[src/include/spca_pkg.sv]
// Package with constants and types for the serial programming command access block.
package spca_pkg;

    // Opcode patterns and masks.
    localparam logic [7:0] SPCA_IO_STORE_MASK  = 8'h90;
    localparam logic [7:0] SPCA_IO_STORE_VAL   = 8'h90;
    localparam logic [7:0] SPCA_NIB_MASK       = 8'hF0;
    localparam logic [7:0] SPCA_CS_LOAD_VAL    = 8'h80;
    localparam logic [7:0] SPCA_CS_STORE_VAL   = 8'hC0;
    localparam logic [7:0] SPCA_KEY_CMD        = 8'hE0;

    // Control/status addresses.
    localparam logic [3:0] SPCA_ADDR_STATUS    = 4'h0;
    localparam logic [3:0] SPCA_ADDR_PHY_CTRL  = 4'h2;
    localparam logic [3:0] SPCA_ADDR_IDENT     = 4'hF;

    // Field positions and reset values.
    localparam int         SPCA_MEM_EN_BIT     = 1;
    localparam logic [2:0] SPCA_GUARD_RESET    = 3'h0;

    // Activation key and key length.
    localparam logic [63:0] SPCA_ACT_KEY       = 64'h1289AB45CDD888FF;
    localparam int          SPCA_KEY_BYTES     = 8;
    localparam logic [3:0]  SPCA_KEY_LAST      = 4'h7;

    // Idle bits on a receive to transmit turnaround: two always added, up to 128 guard bits.
    localparam logic [7:0]  SPCA_BASE_IDLE     = 8'h02;
    localparam logic [7:0]  SPCA_GUARD_MAX     = 8'h80;

    // Byte received from the physical layer.
    typedef struct packed {
        logic       valid;
        logic [7:0] data;
    } spca_byte_t;

    // Write request into the I/O space.
    typedef struct packed {
        logic       valid;
        logic [5:0] addr;
        logic [7:0] data;
    } spca_io_wr_t;

endpackage

[src/hdl/spca_top.sv]
// Command decoder and control/status space of the serial programming access layer.
// Overview of operation
// RQ1: Opcode 1aa1aaaa writes next received byte to six-bit I/O address.
// RQ2: Opcode 1000aaaa loads addressed control/status byte into shift register for sending.
// RQ3: Opcode 1100aaaa writes next received byte to addressed control/status register.
// RQ4: Opcode 11100000 is followed by exactly eight key bytes, all collected.
// RQ5: Memory programming stays disabled after reset until the correct key arrives.
// RQ6: Programming is enabled only when the eight bytes equal 0x1289AB45CDD888FF.
// RQ7: Programmer polls status until the enable flag is set before programming.
// RQ8: Writing zero to the enable bit disables programming and clears the flag.
// RQ9: Control/status registers are reachable only by control/status load and store.
// RQ10: Address 0x0F reads a fixed read-only identification code.
// RQ11: Guard field 000..111 selects 128,64,32,16,8,4,2,0 extra idle bits.
// RQ12: Receive-to-transmit turnaround waits guard bits plus two idle bits.
// RQ13: Transmit-to-receive turnaround adds no guard idle bits.
// RQ14: Guard field resets to 000, giving 128 extra idle bits.
// RQ15: Programmer should lower the guard setting to the shortest reliable value.
// RQ16: Reserved control and status bits always read as zero.
// RQ17: Status bit 1 reads one while memory programming is enabled.
// RQ18: Messages start with a programmer instruction; loads answer, stores take operands.
// RQ19: A mismatching key leaves programming disabled with no other effect.
`timescale 1ns/10ps

module spca_top #(
    parameter logic [7:0] IDENT_CODE = 8'h5A  // Arbitrary neutral value.
) (
    // Clock and reset.
    input  wire logic              clk_sys,
    input  wire logic              resetn,
    // Bytes received by the physical layer.
    input  wire spca_pkg::spca_byte_t rx_byte,
    // Load answer towards the physical layer shift register.
    output logic                   tx_load,
    output logic [7:0]             tx_data,
    output logic [7:0]             turn_idle_bits,
    // I/O space store.
    output spca_pkg::spca_io_wr_t  io_wr,
    // Memory controller access.
    output logic                   mem_prog_enabled
);

    typedef enum logic [3:0] {
        SPCA_ST_CMD   = 4'b0001,
        SPCA_ST_IO    = 4'b0010,
        SPCA_ST_CS    = 4'b0100,
        SPCA_ST_KEY   = 4'b1000
    } spca_state_t;

    spca_state_t  state_reg;
    spca_state_t  state_next;
    logic [5:0]   io_addr_reg;
    logic [3:0]   cs_addr_reg;
    logic [3:0]   key_cnt_reg;
    logic [63:0]  key_reg;
    logic [2:0]   guard_time_reg;
    logic         mem_en_reg;
    logic [7:0]   cs_read;
    logic [7:0]   rd;
    logic         is_io;
    logic         is_cs_ld;
    logic         is_cs_st;
    logic         is_key;
    logic         key_done;
    logic         cs_wr;
    logic [63:0]  key_full;

    assign rd       = rx_byte.data;
    assign is_io    = (rd & spca_pkg::SPCA_IO_STORE_MASK) == spca_pkg::SPCA_IO_STORE_VAL;
    assign is_cs_ld = (rd & spca_pkg::SPCA_NIB_MASK) == spca_pkg::SPCA_CS_LOAD_VAL;
    assign is_cs_st = (rd & spca_pkg::SPCA_NIB_MASK) == spca_pkg::SPCA_CS_STORE_VAL;
    assign is_key   = rd == spca_pkg::SPCA_KEY_CMD;
    assign key_full = {key_reg[55:0], rd};
    assign key_done = rx_byte.valid && (state_reg == SPCA_ST_KEY)
                      && (key_cnt_reg == spca_pkg::SPCA_KEY_LAST);
    assign cs_wr    = rx_byte.valid && (state_reg == SPCA_ST_CS);

    // Instruction sequencing; every message opens in the command state.
    always_comb begin
        state_next = state_reg;
        if (rx_byte.valid) begin
            unique case (state_reg)
                SPCA_ST_CMD: begin
                    if (is_key) begin
                        state_next = SPCA_ST_KEY; // see RQ4
                    end else if (is_cs_st) begin
                        state_next = SPCA_ST_CS; // see RQ3
                    end else if (is_io) begin
                        state_next = SPCA_ST_IO; // see RQ1
                    end else begin
                        state_next = SPCA_ST_CMD; // see RQ18
                    end
                end
                SPCA_ST_IO:  state_next = SPCA_ST_CMD;
                SPCA_ST_CS:  state_next = SPCA_ST_CMD;
                SPCA_ST_KEY: begin
                    if (key_done) begin
                        state_next = SPCA_ST_CMD;
                    end
                end
                default:     state_next = SPCA_ST_CMD;
            endcase
        end
    end

    always_ff @(posedge clk_sys) begin
        if (!resetn) begin
            state_reg <= SPCA_ST_CMD;
        end else begin
            state_reg <= state_next;
        end
    end

    // Operand addresses captured from the instruction byte.
    always_ff @(posedge clk_sys) begin
        if (!resetn) begin
            io_addr_reg <= 6'h00;
            cs_addr_reg <= 4'h0;
        end else if (rx_byte.valid && state_reg == SPCA_ST_CMD) begin
            io_addr_reg <= {rd[6:5], rd[3:0]}; // see RQ1
            cs_addr_reg <= rd[3:0];
        end
    end

    // Key byte collection, first byte ends up most significant.
    always_ff @(posedge clk_sys) begin
        if (!resetn) begin
            key_cnt_reg <= 4'h0;
            key_reg     <= 64'h0;
        end else if (rx_byte.valid && state_reg == SPCA_ST_CMD && is_key) begin
            key_cnt_reg <= 4'h0;
        end else if (rx_byte.valid && state_reg == SPCA_ST_KEY) begin
            key_reg     <= key_full; // see RQ4
            key_cnt_reg <= key_cnt_reg + 4'h1;
        end
    end

    // Memory programming enable flag.
    always_ff @(posedge clk_sys) begin
        if (!resetn) begin
            mem_en_reg <= 1'b0; // see RQ5
        end else if (key_done && key_full == spca_pkg::SPCA_ACT_KEY) begin
            mem_en_reg <= 1'b1; // see RQ6
        end else if (cs_wr && cs_addr_reg == spca_pkg::SPCA_ADDR_STATUS
                     && !rd[spca_pkg::SPCA_MEM_EN_BIT]) begin
            mem_en_reg <= 1'b0; // see RQ8
        end
        // A mismatching key falls through and changes nothing, see RQ19.
    end

    // Guard time field of the physical layer control register.
    always_ff @(posedge clk_sys) begin
        if (!resetn) begin
            guard_time_reg <= spca_pkg::SPCA_GUARD_RESET; // see RQ14
        end else if (cs_wr && cs_addr_reg == spca_pkg::SPCA_ADDR_PHY_CTRL) begin
            guard_time_reg <= rd[2:0]; // see RQ3
        end
    end

    // Control/status read mux, reached only through the load instruction.
    always_comb begin
        cs_read = 8'h00; // see RQ16
        unique case (rd[3:0])
            spca_pkg::SPCA_ADDR_STATUS: begin
                cs_read[spca_pkg::SPCA_MEM_EN_BIT] = mem_en_reg; // see RQ17
            end
            spca_pkg::SPCA_ADDR_PHY_CTRL: cs_read[2:0] = guard_time_reg;
            spca_pkg::SPCA_ADDR_IDENT:    cs_read = IDENT_CODE; // see RQ10
            default:                      cs_read = 8'h00;
        endcase
    end

    // Load answer and I/O store outputs, registered; see RQ9.
    always_ff @(posedge clk_sys) begin
        if (!resetn) begin
            tx_load <= 1'b0;
            tx_data <= 8'h00;
            io_wr   <= '0;
        end else begin
            tx_load        <= rx_byte.valid && state_reg == SPCA_ST_CMD && is_cs_ld; // see RQ2
            io_wr.valid    <= rx_byte.valid && state_reg == SPCA_ST_IO; // see RQ1
            io_wr.addr     <= io_addr_reg;
            io_wr.data     <= rd;
            if (rx_byte.valid && state_reg == SPCA_ST_CMD && is_cs_ld) begin
                tx_data <= cs_read; // see RQ2
            end
        end
    end

    // Turnaround idle count: guard bits plus two; transmit to receive adds none, see RQ13.
    always_ff @(posedge clk_sys) begin
        if (!resetn) begin
            turn_idle_bits <= spca_pkg::SPCA_GUARD_MAX + spca_pkg::SPCA_BASE_IDLE;
        end else if (guard_time_reg == 3'h7) begin
            turn_idle_bits <= spca_pkg::SPCA_BASE_IDLE; // see RQ11
        end else begin
            turn_idle_bits <= (spca_pkg::SPCA_GUARD_MAX >> guard_time_reg)
                              + spca_pkg::SPCA_BASE_IDLE; // see RQ12
        end
    end

    assign mem_prog_enabled = mem_en_reg; // see RQ5

endmodule

[config.mk]
export PLATFORM = sky130hd
export DESIGN_NAME = spca_top
export DESIGN_NICKNAME = d
export VERILOG_FILES = /design/src/include/spca_pkg.sv /design/src/hdl/spca_top.sv
export SDC_FILE = /design/constraint.sdc
export NUM_CORES = 1
export LEC_CHECK = 0
export ABC_AREA = 1
export BUFFER_PORTS_ARGS = -buffer_cell sky130_fd_sc_hd__buf_4
export CAP_MARGIN = 25
export CORE_MARGIN = 2
export CORE_UTILIZATION = 62
export CTS_CLUSTER_DIAMETER = 200
export DETAILED_ROUTE_END_ITERATION = 10
export HOLD_SLACK_MARGIN = 0.03
export PLACE_DENSITY = 0.92
export SLEW_MARGIN = 20
export SYNTH_ARGS = -nofsm -noshare
export SYNTH_HDL_FRONTEND = slang
export SYNTH_SLANG_ARGS = --single-unit
export TNS_END_PERCENT = 100
[constraint.sdc]
create_clock -name clk_sys -period 2.7 [get_ports clk_sys]
set_input_delay 0.27 -clock clk_sys [delete_from_list [all_inputs] [get_ports clk_sys]]
set_output_delay 0.27 -clock clk_sys [all_outputs]
set_load 0.005 [all_outputs]
**Word level (Yosys, flattened, before mapping)**

Cells that the tools add are included.

- Register bits: 110
- Output and inout bits: 33
- Input bits: 11
- Word-level logic and storage cells: 65

- Mux-type cells: 12
- Bitwise logic cells: 2
- Shift operators: 1
- $add $sub $neg: 2
- Equality and inequality tests: 15
- Reductions and logical operators: 19

Operators with widths:

| operator | number |
|---|---|
| $eq 64x61->1 const B | 1 |
| $eq 4x4->1 const B | 4 |
| $eq 4x2->1 const B | 3 |
| $mux 4 | 3 |
| $logic_and 1x1->1 | 11 |
| $add 8x2->8 const B | 1 |
| $eq 4x3->1 const B | 2 |
| $eq 8x8->1 const B | 1 |
| $logic_not 4->1 | 2 |
| $mux 8 | 1 |
| $pmux 4 s2 | 1 |
| $shr 8x3->8 const A | 1 |
| $add 4x1->4 const B | 1 |
| $eq 4x1->1 const B | 1 |
| $mux 1 | 4 |
| $reduce_and 2->1 | 2 |
| $reduce_or 2->1 | 2 |
| $eq 3x3->1 const B | 1 |
| $mux 3 | 1 |
| $pmux 1 s3 | 1 |
| $eq 2x2->1 const B | 1 |
| $mux 2 | 1 |
| $ne 2x2->1 const B | 1 |
| $not 1->1 | 2 |
| 2 further kinds | 2 |

**Longest topological paths before layout**

Gate-level depths: netlist (run 1).

- Word-level depth: 6
- Gate-level depth with buffers: 9
- Mapped depth without buffers: 9

**Least setup slack after synthesis (run 1)**

OpenSTA, ideal clock, no wires.

- Path type: reg-to-reg
- From: register key_cnt_reg[1]
- To: register state_reg[1]
- Period minus slack after synthesis: 1194 ps
- Path slack: 1506 ps
- Data arrival time: 1075 ps
- Stages on the path, launching flop included: 10
- Setup time: 119 ps
- Required time: 2581 ps
- Buffers on the path: 0
- Cells stage by stage: dfxtp_1 > ha_1 > inv_1 > nor2_1 > nand2_1 > nand3_1 > nand2_1 > inv_1 > o21ai_0 > a21oi_1

- Longest elaborated chain between the ends: 4

RTL lines:

| what | line | RTL |
|---|---|---|
| from (decl) | spca_top.sv:53 | `logic [3:0] key_cnt_reg;` |
| from (signal assigned) | spca_top.sv:133 | `key_cnt_reg <= key_cnt_reg + 4'h1;` |
| $eq 4x3->1 | spca_top.sv:74 | `&& (key_cnt_reg == spca_pkg::SPCA_KEY_LAST);` |
| $logic_and 1x1->1 | spca_top.sv:74 |  |
| $ne 2x2->1 (no source line) | -- |  |
| $reduce_and 2->1 (no source line) | -- |  |
| to (signal assigned) | spca_top.sv:109 | `state_reg <= state_next;` |
| to (decl) | spca_top.sv:49 | `spca_state_t state_reg;` |

No other way between the ends.
A chain may end at the register's enable or synchronous reset.

**Final worst setup path (run 1)**

- From: register state_reg[3]
- To: register key_reg[12]

- Longest elaborated chain between the ends: 5
- Elaborated cells between the ends (all ways): 7
- Classes of those cells: eq/ne (2); bitwise (1); reduce/logical (4)

RTL lines:

| what | line | RTL |
|---|---|---|
| $eq 4x1->1 | spca_top.sv:129 | `end else if (rx_byte.valid && state_reg == SPCA_ST_CMD && is_key) begin` |
| $logic_and 1x1->1 (2 in series) | spca_top.sv:129 |  |
| $not 1->1 (no source line) | -- |  |
| $reduce_and 2->1 (no source line) * | -- |  |
| to (signal assigned) | spca_top.sv:132 | `key_reg <= key_full;` |
| to (decl) | spca_top.sv:54 | `logic [63:0] key_reg;` |

Every way passes the cells marked *; elsewhere a longest branch is shown, timed or not.

==> results.md, run 1 <==
* GR Overflow Total at 0
* Tot GR Track Use at 24.0%
* Postcts setup bufs at 0
* Syn-to-layout area delta at 12.6%
* CTS tree: built
* Most instantiated library cell after synthesis: nand2_1
* Initial Utilization at 65.0%
* Worst slew pin tran at 919 ps
* Pins Over Slew Limit at 0
* Avg Inst Size Synth at 7.82 sq um
* Core area at roughly 6000 sq um
* Ys flop type: dfxtp_1
* H-tree depth at 3
* Worst hold path startpoint: rx_byte[0]
* Routability-driven placement congestion ratio at 0.806
* DIE HEIGHT at around 83 um
* R2r startpoint: state_reg[3]
* Input/output buffers at 41
* Share of layout cells above drive strength 1 at 13.1%
* RSZ-0062 raised after global routing: false
* Routed Wire Length at approximately 8000 um
* Max reg flops at 56
* Worst path arrival time at 2060 ps
* # setup viols final at 0
* Final Hold Fails at 0
* Fin nets at 542
* Die Area at 6930 sq um
* Vias in the first global route at 3111
* Leakage at around 1.8 nW
* CTS Hold Buffers Added at 0
* Hold/Removal Path Class: in2reg
* Async set or reset register ratio after synthesis at 0%
* Seq cells post-synth at 102
* WP data required at 2990 ps
* Final worst-path cycle share at 65.2%
* Cts bufs inserted at 9
* Maximum vdd ir drop at about 510 uV
* Fmax at 568 MHz
* Synth top area share at 52.4%
* Reg2Reg Depth at 7
* DP Area at slightly above 4000 sq um
* Routed Antenna Nets at 0
* Final total power at 2.77 mW
* Clock sinks at roughly 100
* HPWL Detailed at 5340 um
* Synth warnings at 0
* Critical path startpoint category: flip-flop
* Clk_lat worst skew at 370 ps
* Cell taking the most area after synthesis: dfxtp_1
* Post-route insts no fill at 609
* Post-Synthesis Cell Area at roughly 3900 sq um
* Post-synth EDFFs at 0
* CTS clk-pin slew, worst paths at 90 ps
* # DRC at 0
* Min-Delay Path Depth at 3
* Setup slack, reg-to-reg at about 940 ps
* Clk root buf: clkbuf_8
* Io pins at 44
* Area contributors post-synth: dfxtp_1 52%, nand2_1 11%, a21oi_1 8.7%, inv_1 5.1%, nor2_1 4.3%
* Inst Count DP at a little under 600
* Hold Path End: io_wr[0]
* PD cells at 631 nW/um^2
* Setup Skew at 9.03 ps
* Drt wl/cell at 13.1 um
* CTS resizes at 0
* Via count at 3294
* Unique cell type count in the Yosys netlist at 30
* Min cycle time layout at roughly 1800 ps
* R2r endpoint: key_reg[12]
* Row cnt at 28
* Final non-filler cell area at 4390 sq um
* Status: completed
* Die X at approximately 83 um
* Setup Crit Path Kind: reg2reg
* Initial antenna violation count at 0
* Sequential share of the synthesized area at a little over half
* Setup_tns at 0 ps
* Iteration-0 DRC Markers at roughly 260
* Ant. Diodes at 0
* Max Cap Violations at 0
* Largest net degree at the start of global routing at 66
* List of most frequent post-synthesis cells: 119 x nand2_1, 102 x dfxtp_1, 68 x a21oi_1, 53 x inv_1, 45 x nor2_1
* First-pass GRT wire length at 13600 um
* Vias per cell at 5.41
* DR pass1 iterations at 6
* Rel. slew slack at roughly two fifths
* Synth Instances at 498
* CTS max path bufs at 2
* Hold_ws at ~120 ps
* CP Capture Type: flip-flop
* CP Max Fanout at 38
how the worst max path moves through the flow:
stage	startpoint	slack, ps	to
global route	state_reg[1]	760	key_reg[7]
detailed placement	resetn	910	key_reg[16]
CTS	state_reg[1]	960	key_reg[12]
global placement	resetn	980	key_reg[55]
finish	state_reg[3]	940	key_reg[12]
floorplan	key_cnt_reg[1]	1510	state_reg[1]
kinds of logic after synthesis:
| kind of cell | share of synthesized area [%] |
|---|---|
| AO/OA/AOI/OAI | 14.4 |
| XOR/XNOR | 0.450 |
| adder cells (fa/ha/maj) | 0.642 |
| buffers and inverters | 9.83 |
| flip-flops | 52.4 |
| other | 0.0963 |
| AND/OR/NAND/NOR | 22.1 |
per-stage QoR:
stage | worst slack (ps) | util, %
4_1_cts | 961 | 73.2
2_1_floorplan | 1510 | -
3_5_place_dp | 914 | 69.4
3_3_place_gp | 979 | 69.4
6_report | 939 | 73.2
5_1_grt | 759 | 73.2
per-layer routing:
layer / vias to the layer above / GRT usage [%] / wire length (um)
met1: 1521 / 27.9 / 3370
met4: 0 / 8.79 / 140
met5: - / 0 / 0
met3: 14 / 7.85 / 458
met2: 113 / 41.3 / 4010
li1: 1646 / - / -
critical path, stage by stage (launching register included):
cell,delay (ps)
dfxtp_1,390
inv_1,90
nor2_2,120
nand3_2,100
inv_2,440
buf_4,300
o21ai_0,90
a21oi_1,140
cells in the final DEF, fill, tap and decap left out:
cell type	synthesis	routed
nand2_1	119	119
dfxtp_1	102	102
a21oi_1	68	68
inv_1	53	53
nor2_1	45	45
buf_4	4	44
o21ai_0	29	29
nand3_1	14	14
nand4_1	10	10
clkbuf_8	0	9
nor3_1	4	4
nor2_2	3	3
a22oi_1	3	3
conb_1	1	3
clkbuf_1	10	3
bufinv_16	0	3
xor2_1	2	2
nor2_4	2	2
inv_2	2	2
o211ai_1	2	2
clkinv_2	1	2
a21oi_2	2	2
o31ai_1	2	2
ha_1	2	2
nand2_2	1	1
nand3_2	1	1
nor3b_1	1	1
nand4_4	1	1
a31oi_1	1	1
nand3b_1	1	1
cell type report:
type	instances	area [sq um]
well taps	75	93.8
multi-input cells	316	1480
fillers	439	1610
repair buffers	44	330
flip-flops and latches	102	2040
clock inverters	4	95.1
clock buffers	12	135
inverters	56	211
report_power, final:
part	internal (mW)	switching, mW	total (mW)
Sequential	1.53	0.0126	1.54
Clock	0.615	0.479	1.09
Combinational	0.0478	0.0853	0.133
Total	2.19	0.577	2.77
(Power assumes the default switching activity.)
==> run 2: changes to the inputs <==
--- a/config.mk
+++ b/config.mk
@@ -5,15 +5,15 @@
 export SDC_FILE = /design/constraint.sdc
 export NUM_CORES = 1
 export LEC_CHECK = 0
-export ABC_AREA = 1
+export ABC_AREA = 0
 export BUFFER_PORTS_ARGS = -buffer_cell sky130_fd_sc_hd__buf_4
 export CAP_MARGIN = 25
 export CORE_MARGIN = 2
-export CORE_UTILIZATION = 62
+export CORE_UTILIZATION = 57
 export CTS_CLUSTER_DIAMETER = 200
 export DETAILED_ROUTE_END_ITERATION = 10
 export HOLD_SLACK_MARGIN = 0.03
-export PLACE_DENSITY = 0.92
+export PLACE_DENSITY = 0.86
 export SLEW_MARGIN = 20
 export SYNTH_ARGS = -nofsm -noshare
 export SYNTH_HDL_FRONTEND = slang
==> constraint.sdc (replaced) <==
create_clock -name clk_sys -period 1.8 [get_ports clk_sys]
set_input_delay 0.18 -clock clk_sys [delete_from_list [all_inputs] [get_ports clk_sys]]
set_output_delay 0.18 -clock clk_sys [all_outputs]
set_load 0.005 [all_outputs]
==> run 2 against run 1 <==
  * Clock skew is 3.0 ps lower
  * Non-clock buffer count is 9 higher
  * Highest routed layer unchanged
  * Maximum frequency grew 4.1%
  * Via count down 4.2%
  * Global-route usage decreased by 0.49 points
==> results.md, run 2 <==
* Status: completed (unchanged)
* Largest net degree at the start of global routing at 58 (was 66)
* Setup Skew at 6.00 ps (was 9.03 ps)
* Share of layout cells above drive strength 1 at 16.5% (was 13.1%)
* Via count at 3155 (was 3294)
* Core area at 6420 sq um (was 5990 sq um)
* Hold/Removal Path Class: in2reg (unchanged)
* Clk_lat worst skew at 370 ps (about the same)
* Setup_tns at 0 ps (unchanged)
* DR pass1 iterations at 4 (was 6)
* Leakage at 1.64 nW (was 1.80 nW)
* Syn-to-layout area delta at 16.5% (was 12.6%)
* Area contributors post-synth: dfxtp_1 53%, nand2_1 13%, a21oi_1 9.3%, and2_1 2.4%, nand3_1 1.7% (was dfxtp_1 52%, nand2_1 11%, a21oi_1 8.7%, inv_1 5.1%, nor2_1 4.3%)
* CP Cell Sequence: nor4b_4 -> buf_4 -> nand2_4 -> or4_1 -> a21oi_1 (was inv_1 -> nor2_2 -> nand3_2 -> inv_2 -> buf_4 -> o21ai_0 -> a21oi_1)
* Post-synth EDFFs at 0 (unchanged)
* Unique cell type count in the Yosys netlist at 50 (was 30)
* # setup viols final at 0 (unchanged)
* First-pass GRT wire length at 13600 um (about the same)
* Min cycle time layout at 1690 ps (was 1760 ps)
* Hold_ws at 58.6 ps (was 123 ps)
* DIE HEIGHT at 86.0 um (was 83.3 um)
* Cell taking the most area after synthesis: dfxtp_1 (unchanged)
* Final setup margin at 108 ps (was 939 ps)
* CTS max path bufs at 2 (unchanged)
* Final non-filler cell area at 4470 sq um (was 4390 sq um)
* Final Hold Fails at 0 (unchanged)
* Ys flop type: dfxtp_1 (unchanged)
* Io pins at 44 (unchanged)
* Synth Instances at 445 (was 498)
* Input/output buffers at 41 (unchanged)
* Max reg flops at 56 (unchanged)
* CP Max Fanout at 8 (was 38)
* HPWL Detailed at 5720 um (was 5340 um)
* Fin nets at 494 (was 542)
* CP Capture Type: flip-flop (unchanged)
* Sequential share of the synthesized area at 53.3% (was 52.4%)
* Vias per cell at 5.60 (was 5.41)
* CP max stage delay at 520 ps (was 440 ps)
* Vias in the first global route at 2894 (was 3111)
* Critical path's slowest cell: or4_1 (was inv_2)
* Delay-heaviest family, CP: simple AND/OR/NAND/NOR gates (was buffers and inverters)
* Row cnt at 29 (was 28)
* List of most frequent post-synthesis cells: 133 x nand2_1, 102 x dfxtp_1, 71 x a21oi_1, 16 x clkbuf_1, 15 x and2_1 (was 119 x nand2_1, 102 x dfxtp_1, 68 x a21oi_1, 53 x inv_1, 45 x nor2_1)
* Cts bufs inserted at 9 (unchanged)
* Pins Over Slew Limit at 0 (unchanged)
* Clock sinks at 102 (unchanged)
* Most instantiated library cell after synthesis: nand2_1 (unchanged)
* GR Overflow Total at 0 (unchanged)
* Routed Antenna Nets at 0 (unchanged)
* Fmax at 591 MHz (was 568 MHz)
* Worst slew pin tran at 657 ps (was 919 ps)
* Layout fillers at 521 (was 439)
* Most frequent cells in the layout: 133 x nand2_1, 102 x dfxtp_1, 71 x a21oi_1 (was 119 x nand2_1, 102 x dfxtp_1, 68 x a21oi_1)
* Maximum vdd ir drop at 686 uV (was 511 uV)
* Final worst-path cycle share at 94.0% (was 65.2%)
* CTS tree: built (unchanged)
* Rel. slew slack at 56.1% (was 38.6%)
* Clk root buf: clkbuf_8 (unchanged)
* WP buf/inv at 1 (was 3)
* RSZ-0062 raised after global routing: false (unchanged)
* Avg Inst Size Synth at 8.61 sq um (was 7.82 sq um)
* # DRC at 0 (unchanged)
* Seq cells post-synth at 102 (unchanged)
* Worst path arrival time at 1980 ps (was 2060 ps)
* CTS clk-pin slew, worst paths at 90 ps (about the same)
* CTS Hold Buffers Added at 0 (unchanged)
* Most common cell after layout, fill and taps aside: nand2_1 (unchanged)
* Drt wl/cell at 14.8 um (was 13.1 um)
* Routability-driven placement congestion ratio at 0.902 (was 0.806)
* Post-Synthesis Cell Area at 3830 sq um (was 3890 sq um)
* PD cells at 919 nW/um^2 (was 631 nW/um^2)
* Routed Wire Length at 8330 um (was 7980 um)
* Initial Utilization at 59.7% (was 65.0%)
* Setup Crit Path Kind: reg2reg (unchanged)
* DP Worst Slack at 96.9 ps (was 914 ps)
* Max Cap Violations at 0 (unchanged)
* Synth warnings at 0 (unchanged)
* Die Area at 7400 sq um (was 6930 sq um)
* Initial antenna violation count at 0 (unchanged)
* WP data required at 2090 ps (was 2990 ps)
* Ant. Diodes at 0 (unchanged)
* Tot GR Track Use at 23.5% (was 24.0%)
* H-tree depth at 3 (unchanged)
* Synth top area share at 53.3% (was 52.4%)
* DP Area at 4230 sq um (was 4160 sq um)
* Iteration-0 DRC Markers at 178 (was 261)
* Core Util, Final at 69.5% (was 73.2%)
* Die X at 86.0 um (was 83.3 um)
* Async set or reset register ratio after synthesis at 0% (unchanged)
* Critical path startpoint category: flip-flop (unchanged)
-- run 2: final timing paths --
path                     start  cells after the start  slack, ps      endpoint
hold / removal      rx_byte[7]                      2         60      io_wr[7]
hold reg to reg    key_reg[50]                      2        460   key_reg[50]
setup reg to reg  state_reg[2]                      5        110  state_reg[3]
setup / recovery  state_reg[2]                      5        110  state_reg[3]
-- run 2: metal layers --
| layer | part of all wire [%] | track usage (%) | vias up |
|---|---|---|---|
| met5 | 0 | 0 | - |
| met1 | 41 | 28.5 | 1474 |
| met3 | 6.1 | 6.26 | 15 |
| met2 | 50 | 40.4 | 105 |
| met4 | 2.3 | 7.94 | 0 |
| li1 | - | - | 1561 |
-- run 2: kinds of logic (layout without fill, tap and decap cells) --
group | after synthesis | in the layout | share of synthesized area [%]
other | 1 | 3 | 0.0978
muxes | 3 | 3 | 0.784
DFF | 102 | 102 | 53.3
AOI/OAI and AO/OA | 82 | 82 | 11.7
and+or+nand+nor | 218 | 218 | 28.4
xor gates and xnor gates | 3 | 3 | 0.686
adders and majority gates | 2 | 2 | 0.653
buffers and inverters | 34 | 73 | 4.37
-- run 2: metrics by stage --
step / instances / power [mW]
final: 563 / 4.10
after global routing: 563 / 4.24
after CTS: 562 / 4.12
after detailed placement: 546 / 2.53
after global placement: 546 / 2.53
after floorplan: 447 / 2.44
-- run 2: timing repair --
action	4_1_cts	5_1_grt
setup endpoints to repair	0	1
buffers inserted	0	1
resized for setup	0	0
-- run 2: report_power, final --
group          switching (mW)  leakage [nW]  internal (mW)
clock                   0.759         0.116          0.859
combinational           0.107         0.697         0.0824
sequential             0.0146         0.826           2.28
total                   0.881          1.64           3.22
-- run 2: layout make-up --
class	instances	area (sq um)	area share, %
tap	77	96.3	2.16
inverter	4	15.0	0.336
sequential	102	2040	45.7
multi-input combinational	311	1630	36.5
clock inverter	5	81.3	1.82
clock buffer	11	151	3.39
timing repair buffer	53	448	10.0
